--- config.mk ---
export PLATFORM = sky130hd
export DESIGN_NAME = dpc_pin_cell
export DESIGN_NICKNAME = d
export VERILOG_FILES = /design/src/dpc_pkg.sv /design/src/dpc_pin_cell.sv
export SDC_FILE = /design/constraint.sdc
export NUM_CORES = 1
export LEC_CHECK = 0
export ABC_AREA = 0
export BUFFER_PORTS_ARGS = -buffer_cell sky130_fd_sc_hd__clkbuf_2
export CORE_MARGIN = 10
export CORE_UTILIZATION = 45
export DETAILED_ROUTE_END_ITERATION = 6
export PLACE_DENSITY = 0.75
export SETUP_SLACK_MARGIN = 0.3
export SLEW_MARGIN = 20
export SYNTH_ARGS = -nofsm -noshare
export SYNTH_HDL_FRONTEND = slang
export SYNTH_SLANG_ARGS = --single-unit
--- constraint.sdc ---
create_clock -name pclk -period 4.3 [get_ports pclk]
set_input_delay 0.43 -clock pclk [delete_from_list [all_inputs] [get_ports pclk]]
set_output_delay 0.43 -clock pclk [all_outputs]
set_load 0.05 [all_outputs]
--- src/dpc_pkg.sv ---
// Constants for the double data rate pin cell: register map, field layout and selector codes.
package dpc_pkg;

    // ==========================================================
    // Register map
    localparam int         ADDR_W     = 12;
    localparam logic [11:0] OFF_CTRL  = 12'h000;
    localparam logic [11:0] OFF_SRC   = 12'h004;
    localparam logic [11:0] OFF_DRIVE = 12'h008;
    localparam logic [11:0] OFF_TX    = 12'h00C;
    localparam logic [11:0] OFF_RX    = 12'h010;
    localparam logic [31:0] RST_WORD  = 32'h0000_0000;

    // ==========================================================
    // CTRL field positions
    localparam int CTRL_DDR_IN  = 0;
    localparam int CTRL_DDR_OUT = 1;
    localparam int CTRL_PRESET  = 2;
    localparam int CTRL_ICLK    = 3;
    localparam int CTRL_OCLK    = 5;
    localparam int CTRL_ICE     = 7;
    localparam int CTRL_OCE     = 10;
    localparam int CTRL_OESEL   = 13;
    localparam int CTRL_CLR     = 16;
    localparam int CTRL_DLY     = 18;
    localparam int CTRL_W       = 20;

    // ==========================================================
    // Peripheral control bus
    localparam int NLINE    = 6;
    localparam int NCTRL    = 12;
    localparam int LN_CLK_A = 0;
    localparam int LN_OE_A  = 1;
    localparam int LN_CLK_B = 2;
    localparam int LN_OE_B  = 3;
    localparam int LN_CLR_A = 4;
    localparam int LN_CLR_B = 5;

    // ==========================================================
    // Selector codes
    localparam logic [1:0] CLKSEL_DIV  = 2'h0;
    localparam logic [1:0] CLKSEL_LA   = 2'h1;
    localparam logic [1:0] CLRSEL_NONE = 2'h0;
    localparam logic [1:0] CLRSEL_LA   = 2'h1;
    localparam logic [1:0] CLRSEL_LB   = 2'h2;
    localparam logic [2:0] CESEL_ON    = 3'h6;
    localparam logic [2:0] OESEL_CE1   = 3'h6;
    localparam logic [1:0] DLY_OFF     = 2'h0;
    localparam logic [1:0] DLY_ONE     = 2'h1;
    localparam logic [1:0] DLY_TWO     = 2'h2;
    localparam int         DLY_MAX     = 3;

    // ==========================================================
    // TX and RX field positions
    localparam int TX_FIRST  = 0;
    localparam int TX_SECOND = 1;
    localparam int TX_OE     = 2;
    localparam int TX_W      = 3;
    localparam int RX_W      = 4;

endpackage
--- src/dpc_pin_cell.sv ---
// Double data rate pin cell with peripheral control bus and APB register access.
//
// Operation
// - Twelve line bus: six enables, six clock-enables.
// - Each line from internal logic or fast pin.
// - Output-enable lines only drive pin output enable.
// - Clock-enables; lines 0,2 clock, 1,3 OE, 4,5 clear.
// - Input register has own clock and enable.
// - Output and OE registers share clock, enable.
// - Input delay: off plus three levels.
// - One clear-or-preset source, selectable per cell.
// - Registers reset low; the clear loads the configured level, clear or preset.
// - Double rate input, output and bidirectional modes.
// - Input registers sample alternate clock edges.
// - Latch aligns both input bits to rising edge.
// - Output loads on rise; clock high first, low second.
// - Bidirectional mode is both double rate paths.
// - Falling-edge OE register delays enable activation.
// - Two input regs, latch, two output, two OE.
`timescale 1ns/100ps
module dpc_pin_cell
    import dpc_pkg::*;
(
    input  wire logic                pclk,
    input  wire logic                presetn,
    input  wire logic                psel,
    input  wire logic                penable,
    input  wire logic                pwrite,
    input  wire logic [ADDR_W-1:0]   paddr,
    input  wire logic [31:0]         pwdata,
    output logic      [31:0]         prdata,
    output logic                     pready,
    output logic                     pslverr,
    input  wire logic                pin_i,
    output logic                     pin_o,
    output logic                     pin_oe,
    input  wire logic [NLINE-1:0]    fast_oe_i,
    input  wire logic [NLINE-1:0]    fast_ce_i
);

    // ==========================================================
    // Register file
    // The map holds five words: control, line source, line drive, transmit
    // request and receive status. The receive word is read only, and any
    // other offset is refused with pslverr while its write is dropped.
    // Fields above the width of a register read back as zero, so software
    // may write whole words without masking.
    logic [CTRL_W-1:0]  ctrl_q;
    logic [NCTRL-1:0]   src_q;
    logic [NCTRL-1:0]   drive_q;
    logic [TX_W-1:0]    tx_q;
    logic [31:0]        prdata_q;
    logic               pready_q;
    logic               pslverr_q;

    wire        apb_setup = psel & ~penable;
    wire        apb_wr    = psel & penable & pready_q & pwrite;
    wire        hit_ctrl  = (paddr == OFF_CTRL);
    wire        hit_src   = (paddr == OFF_SRC);
    wire        hit_drive = (paddr == OFF_DRIVE);
    wire        hit_tx    = (paddr == OFF_TX);
    wire        hit_rx    = (paddr == OFF_RX);
    wire        hit_any   = hit_ctrl | hit_src | hit_drive | hit_tx | hit_rx;
    wire [RX_W-1:0] rx_word;
    wire [31:0] rd_mux;

    assign rd_mux = hit_ctrl  ? {{(32-CTRL_W){1'b0}}, ctrl_q}  :
                    hit_src   ? {{(32-NCTRL){1'b0}}, src_q}    :
                    hit_drive ? {{(32-NCTRL){1'b0}}, drive_q}  :
                    hit_tx    ? {{(32-TX_W){1'b0}}, tx_q}      :
                    hit_rx    ? {{(32-RX_W){1'b0}}, rx_word}   : RST_WORD;

    // Zero-wait slave: pready rises in every access phase.
    // Read data are captured at the setup edge and held until the next
    // setup, so the master may take them at the access edge.
    always_ff @(posedge pclk or negedge presetn) begin
        if (!presetn) begin
            pready_q  <= 1'b0;
            pslverr_q <= 1'b0;
            prdata_q  <= RST_WORD;
        end else begin
            pready_q  <= apb_setup;
            pslverr_q <= apb_setup & ~hit_any;
            if (apb_setup) begin
                prdata_q <= pwrite ? RST_WORD : rd_mux;
            end
        end
    end

    always_ff @(posedge pclk or negedge presetn) begin
        if (!presetn) begin
            ctrl_q  <= RST_WORD[CTRL_W-1:0];
            src_q   <= RST_WORD[NCTRL-1:0];
            drive_q <= RST_WORD[NCTRL-1:0];
            tx_q    <= RST_WORD[TX_W-1:0];
        end else if (apb_wr) begin
            if (hit_ctrl) begin
                ctrl_q <= pwdata[CTRL_W-1:0];
            end
            if (hit_src) begin
                src_q <= pwdata[NCTRL-1:0];
            end
            if (hit_drive) begin
                drive_q <= pwdata[NCTRL-1:0];
            end
            if (hit_tx) begin
                tx_q <= pwdata[TX_W-1:0];
            end
        end
    end

    assign prdata  = prdata_q;
    assign pready  = pready_q;
    assign pslverr = pslverr_q;

    // ==========================================================
    // Configuration fields
    // Every field is a plain slice of the control word; nothing is decoded
    // here, so a new control write takes effect on the very next edge.
    // Software should change clock or enable selections only while the
    // affected lines are quiet, or a false cell clock edge may be seen.
    wire       ddr_in   = ctrl_q[CTRL_DDR_IN];
    wire       ddr_out  = ctrl_q[CTRL_DDR_OUT];
    wire       clr_lvl  = ctrl_q[CTRL_PRESET];
    wire [1:0] iclk_sel = ctrl_q[CTRL_ICLK +: 2];
    wire [1:0] oclk_sel = ctrl_q[CTRL_OCLK +: 2];
    wire [2:0] ice_sel  = ctrl_q[CTRL_ICE +: 3];
    wire [2:0] oce_sel  = ctrl_q[CTRL_OCE +: 3];
    wire [2:0] oe_sel   = ctrl_q[CTRL_OESEL +: 3];
    wire [1:0] clr_sel  = ctrl_q[CTRL_CLR +: 2];
    wire [1:0] dly_sel  = ctrl_q[CTRL_DLY +: 2];

    // ==========================================================
    // Peripheral control bus
    // Fast pins are asynchronous, so they pass two flip-flops first.
    // The synchroniser costs two cycles of latency on every fast line, which
    // is accepted in exchange for freedom from metastable control levels.
    // Lines driven from the drive register need no such stage.
    logic [NCTRL-1:0] fast_s1_q;
    logic [NCTRL-1:0] fast_s2_q;
    logic [NCTRL-1:0] line;

    always_ff @(posedge pclk or negedge presetn) begin
        if (!presetn) begin
            fast_s1_q <= RST_WORD[NCTRL-1:0];
            fast_s2_q <= RST_WORD[NCTRL-1:0];
        end else begin
            fast_s1_q <= {fast_ce_i, fast_oe_i};
            fast_s2_q <= fast_s1_q;
        end
    end

    genvar gi;
    generate
        for (gi = 0; gi < NCTRL; gi++) begin : g_line
            assign line[gi] = src_q[gi] ? fast_s2_q[gi] : drive_q[gi];
        end
    endgenerate

    wire [NLINE-1:0] oe_line = line[NLINE-1:0];
    wire [NLINE-1:0] ce_line = line[NCTRL-1:NLINE];

    // Only the enable lines and clock-enables 1 and 3 reach the pin enable.
    // Selector codes above the enable lines pick clock-enable one or three.
    wire oe_gate = (oe_sel <  OESEL_CE1) ? oe_line[oe_sel]  :
                   (oe_sel == OESEL_CE1) ? ce_line[LN_OE_A] : ce_line[LN_OE_B];

    wire i_ce = (ice_sel >= CESEL_ON) ? 1'b1 : ce_line[ice_sel];
    wire o_ce = (oce_sel >= CESEL_ON) ? 1'b1 : ce_line[oce_sel];

    wire cell_clr = (clr_sel == CLRSEL_LA) ? ce_line[LN_CLR_A] :
                    (clr_sel == CLRSEL_LB) ? ce_line[LN_CLR_B] : 1'b0;

    // ==========================================================
    // Cell clocks
    // The cell clock is a level sampled by pclk, so each half period lasts
    // at least one pclk cycle; the divider gives the fastest legal rate.
    // Edges are found by comparing each clock with its value one cycle
    // earlier; both history bits reset low, matching the divider's reset
    // level, so the divider gives no false edge after reset.
    logic div_q;
    logic iclk_prev_q;
    logic oclk_prev_q;

    wire iclk = (iclk_sel == CLKSEL_DIV) ? div_q :
                (iclk_sel == CLKSEL_LA)  ? ce_line[LN_CLK_A] : ce_line[LN_CLK_B];
    wire oclk = (oclk_sel == CLKSEL_DIV) ? div_q :
                (oclk_sel == CLKSEL_LA)  ? ce_line[LN_CLK_A] : ce_line[LN_CLK_B];

    always_ff @(posedge pclk or negedge presetn) begin
        if (!presetn) begin
            div_q       <= 1'b0;
            iclk_prev_q <= 1'b0;
            oclk_prev_q <= 1'b0;
        end else begin
            div_q       <= ~div_q;
            iclk_prev_q <= iclk;
            oclk_prev_q <= oclk;
        end
    end

    wire i_rise = iclk & ~iclk_prev_q;
    wire i_fall = ~iclk & iclk_prev_q;
    wire o_rise = oclk & ~oclk_prev_q;
    wire o_fall = ~oclk & oclk_prev_q;

    // ==========================================================
    // Input path with programmable delay
    // The delay setting picks one tap of a short shift chain behind the
    // synchroniser: no delay, then one, two or three extra cycles.
    // The chain always runs, so changing the setting only moves the tap.
    logic               pin_s1_q;
    logic               pin_s2_q;
    logic [DLY_MAX-1:0] dly_q;

    always_ff @(posedge pclk or negedge presetn) begin
        if (!presetn) begin
            pin_s1_q <= 1'b0;
            pin_s2_q <= 1'b0;
            dly_q    <= RST_WORD[DLY_MAX-1:0];
        end else begin
            pin_s1_q <= pin_i;
            pin_s2_q <= pin_s1_q;
            dly_q    <= {dly_q[DLY_MAX-2:0], pin_s2_q};
        end
    end

    wire pin_in = (dly_sel == DLY_OFF) ? pin_s2_q :
                  (dly_sel == DLY_ONE) ? dly_q[0] :
                  (dly_sel == DLY_TWO) ? dly_q[1] : dly_q[2];

    // ==========================================================
    // Cell registers
    // Every cell register but rx_first_q and rx_second_q takes the same clear source and level.
    // The clear acts synchronously, after a fast-pin clear line has passed the
    // synchroniser, and wins over any clock edge in the same cycle.
    // A preset level of one drives every register high instead of low.
    // The latch is modelled as a register loaded on the falling cell edge
    // from the rising-edge register, which keeps all state on pclk.
    logic in_hi_q;
    logic in_lo_q;
    logic in_latch_q;
    logic out_a_q;
    logic out_b_q;
    logic oe_a_q;
    logic oe_n_q;
    logic rx_first_q;
    logic rx_second_q;

    always_ff @(posedge pclk or negedge presetn) begin
        if (!presetn) begin
            in_hi_q    <= 1'b0;
            in_latch_q <= 1'b0;
        end else if (cell_clr) begin
            in_hi_q    <= clr_lvl;
            in_latch_q <= clr_lvl;
        end else if (i_ce) begin
            if (i_rise) begin
                in_hi_q <= pin_in;
            end
            if (i_fall) begin
                in_latch_q <= in_hi_q;
            end
        end
    end

    always_ff @(posedge pclk or negedge presetn) begin
        if (!presetn) begin
            in_lo_q <= 1'b0;
        end else if (cell_clr) begin
            in_lo_q <= clr_lvl;
        end else if (i_ce && i_fall && ddr_in) begin
            in_lo_q <= pin_in;
        end
    end

    // Both captured bits are presented together at the input rising edge.
    always_ff @(posedge pclk or negedge presetn) begin
        if (!presetn) begin
            rx_first_q  <= 1'b0;
            rx_second_q <= 1'b0;
        end else if (i_ce && i_rise) begin
            rx_first_q  <= ddr_in ? in_latch_q : pin_in;
            rx_second_q <= ddr_in ? in_lo_q : 1'b0;
        end
    end

    // Apart from the clear, a disabled clock enable leaves every cell register as it was.
    always_ff @(posedge pclk or negedge presetn) begin
        if (!presetn) begin
            out_a_q <= 1'b0;
            out_b_q <= 1'b0;
            oe_a_q  <= 1'b0;
        end else if (cell_clr) begin
            out_a_q <= clr_lvl;
            out_b_q <= clr_lvl;
            oe_a_q  <= clr_lvl;
        end else if (o_ce && o_rise) begin
            out_a_q <= tx_q[TX_FIRST];
            out_b_q <= tx_q[TX_SECOND];
            oe_a_q  <= tx_q[TX_OE];
        end
    end

    always_ff @(posedge pclk or negedge presetn) begin
        if (!presetn) begin
            oe_n_q <= 1'b0;
        end else if (cell_clr) begin
            oe_n_q <= clr_lvl;
        end else if (o_ce && o_fall) begin
            oe_n_q <= oe_a_q;
        end
    end

    // ==========================================================
    // Pin drive
    // The pin is registered, so it follows the cell clock one pclk late.
    // In double rate output the first bit stands while the cell clock is
    // high and the second while it is low. The enable in that mode needs
    // both enable registers, so it drops at once but rises only after the
    // falling edge that follows its request.
    logic pin_o_q;
    logic pin_oe_q;

    wire pin_d    = (ddr_out && !oclk) ? out_b_q : out_a_q;
    wire pin_oe_d = oe_gate & (ddr_out ? (oe_a_q & oe_n_q) : oe_a_q);

    always_ff @(posedge pclk or negedge presetn) begin
        if (!presetn) begin
            pin_o_q  <= 1'b0;
            pin_oe_q <= 1'b0;
        end else begin
            pin_o_q  <= pin_d;
            pin_oe_q <= pin_oe_d;
        end
    end

    assign pin_o   = pin_o_q;
    assign pin_oe  = pin_oe_q;
    assign rx_word = {pin_oe_q, pin_in, rx_second_q, rx_first_q};

endmodule

==> impl_metrics.toml <==
[cts]
cts_buffers = 9
clk_latency_ns = 0.37
clkSinkCount = 112
cts_tree = "done"
clk_pin_slew_ns = 0.11
clockRootBuffer = "clkbuf_8"
post-cts-setup-buffers = 0
cts_buffer_depth = 2
htree_levels = 3

[finish]
drive_gt1_frac = 0.287
antenna-diode-count = 0
syn_to_final_growth_pct = 13.3
layout.cells.non_filler = 596
fin_util = 0.529
final_area_um2 = 5510
nets = 518

[timing]
max_freq_mhz = 388
worst_slack_ns = 1.72
slew_headroom = 0.345
skew_ns = 0.0166
period_share = 0.600
tns_ns = 0
rsz0062_at_grt = "false"
tightestPinTransition_ns = 0.982
fin_crit_ns = 2.58
setup_violations = 0
slew_viol_final = 0
hold_violations = 0

[logic_synthesis]
yosysWarningCount = 0
synthMostInstantiatedCell = "dfrtp_1"
synth_area_um2 = 4860
synth_fa_ha_area_frac = 0
yosys.area_share.xor_xnor = 0
synthSimpleGateAreaFrac = 0.0873
yosysTopAreaCellShare = 0.577
synthArstFlopShare = 1.00
synthMuxAreaShare = 0.167
seq_area_frac_synth = 0.577
synth-seq-cells = 112
ys_types = 46
synth_commonest_cells = "dfrtp_1, a21oi_1, mux2_2"
synth_top_family_by_area = "multiplexers"
synth_edf_count = 0
syn-instance-count = 383
synth-main-ff-cell = "dfrtp_1"
avgSynthCellArea_um2 = 12.7
synth_compound_area_frac = 0.121
yosys.area.top_type = "dfrtp_1"
ys_top_cells_by_area = "dfrtp_1, mux2_2, mux2_1"

[detailed_routing]
first_pass_iters = 4
drt_iter0_markers = 186
num_vias = 3304
wl_um = 11400
vias_per_cell = 5.54
antenna_left = 0
post_drt_wl_per_cell_um = 19.1
route.detailed.drc = 0

[worst_hold_path]
min_path_type = "in -> reg"

[worst_setup_path]
cp_top_family = "simple AND/OR/NAND/NOR gates"
cp_cell_sequence = "clkbuf_2 > nor3_1 > nand4b_2 > or3_1 > nor2_4 > mux2_1"
start_kind = "input pin"
crit_arrival_ns = 2.82
worst-path-buf-inv = 1
path_max_fanout = 20
crit_required_ns = 4.54
cpMaxStageDelayCell = "or3_1"
crit_type = "in -> reg"
r2r_slack_ns = 2.08
endpoint_kind = "register"
slowest_delay_ns = 0.63

[place]
hpwl_um = 8210
globalplace.congestion = 0.806
numPortBuffers = 73
place_area_um2 = 5280
place_ws_ns = 1.31
post-place-cells = 579

[global_routing]
first_global_vias = 3440
gr-usage-all-layers = 0.148
grt_overflow = 0
grt_max_degree = 84
grt_pass1_wl_um = 17800
antenna_found_initial = 0

[die]
core-area_um2 = 10400
start_util = 0.467
dieArea_um2 = 15400
die_w_um = 124
ios = 98
rows = 37
die_h_um = 124

[job]
drv_cap = 0

[run_status]
status = "finished clean"

[power]
p_per_area_nw_per_um2 = 323
cellLeakagePower_nw = 2.73
ir_worst_vdd_mv = 0.225
==> worst register-to-register path, stage by stage, from the launching register on <==
cell and delay, ns:
dfrtp_1 0.41, mux2_2 0.39, a22oi_1 0.80, nor2_1 0.29
a31oi_1 0.25
==> per-layer routing <==
| metal | GRT usage | up-vias | wire length, um |
|---|---|---|---|
| li1 | - | 1514 | - |
| met1 | 0.191 | 1675 | 4960 |
| met4 | 0.0324 | 0 | 85 |
| met3 | 0.0357 | 9 | 783 |
| met5 | 0 | - | 0 |
| met2 | 0.248 | 106 | 5550 |
==> per-stage QoR <==
| stage | power, mW | hold WS, ns |
|---|---|---|
| floorplan | 1.15 | 0.134 |
| global placement | 1.20 | 0.332 |
| detailed placement | 1.20 | 0.336 |
| CTS | 1.79 | 0.145 |
| global route | 1.85 | 0.140 |
| finish | 1.78 | 0.156 |
==> final timing paths <==
check,end,cells past startpoint,startpoint
worst max-delay path,ctrl_q[0],6,paddr[7]
worst min-delay path,pin_s1_q,1,pin_i
worst max register to register,oe_n_q,4,src_q[10]
worst min register to register,fast_s2_q[9],0,fast_s1_q[9]
max in group asynchronous,ctrl_q[6],3,presetn
min in group asynchronous,prdata[16],2,presetn
==> flip-flops by register name, indices dropped and copies added (netlist names), 3 cells and up <==
name / count
drive_q: 12
fast_s2_q: 12
tx_q: 3
dly_q: 3
ctrl_q: 20
prdata: 20
fast_s1_q: 12
src_q: 12
==> cell usage in the layout (no fill, tap or decap), drive strengths merged, types with 2 or more instances in the layout <==
master | Yosys | final
o22a | 3 | 3
nand2b | 5 | 5
buf | 18 | 3
nand3 | 7 | 7
mux2 | 51 | 51
a31oi | 7 | 7
o21ai | 13 | 13
nor3 | 3 | 3
a211oi | 5 | 5
clkbuf | 7 | 83
nor2b | 7 | 7
a2bb2oi | 4 | 4
mux4 | 4 | 4
conb | 1 | 12
inv | 16 | 19
and2 | 2 | 2
a21oi | 26 | 26
o31ai | 10 | 10
mux2i | 11 | 11
a32oi | 3 | 3
nor2 | 18 | 18
a211o | 2 | 2
a22oi | 3 | 3
nand2 | 17 | 17
a22o | 10 | 10
and4b | 2 | 2
nand4 | 5 | 5
dfrtp | 112 | 112
==> what timing repair did <==
action                    in CTS  in global routing
hold buffers                   0                  1
resized for setup              0                  0
hold endpoints to repair       0                 24
==> report_power, final <==
part / internal (mW) / switching (mW)
Combinational: 0.0288 / 0.0804
Clock: 0.246 / 0.353
Sequential: 1.07 / 0.00490
Total: 1.34 / 0.439
==> layout make-up <==
| cell class | count | area [um^2] |
|---|---|---|
| multi-input cells | 240 | 1870 |
| clock inverters | 4 | 33.8 |
| well taps | 136 | 170 |
| repair buffers | 76 | 413 |
| flip-flops and latches | 112 | 2800 |
| fillers | 921 | 4910 |
| inverters | 17 | 63.8 |
| clock buffers | 11 | 151 |
==> cell families after synthesis <==
kind of cell	count (synthesis)
other cells	1
compound gates	88
simple gates	74
flops	112
mux	66
buf+inv	42
Power figures use the tool's default switching activity.
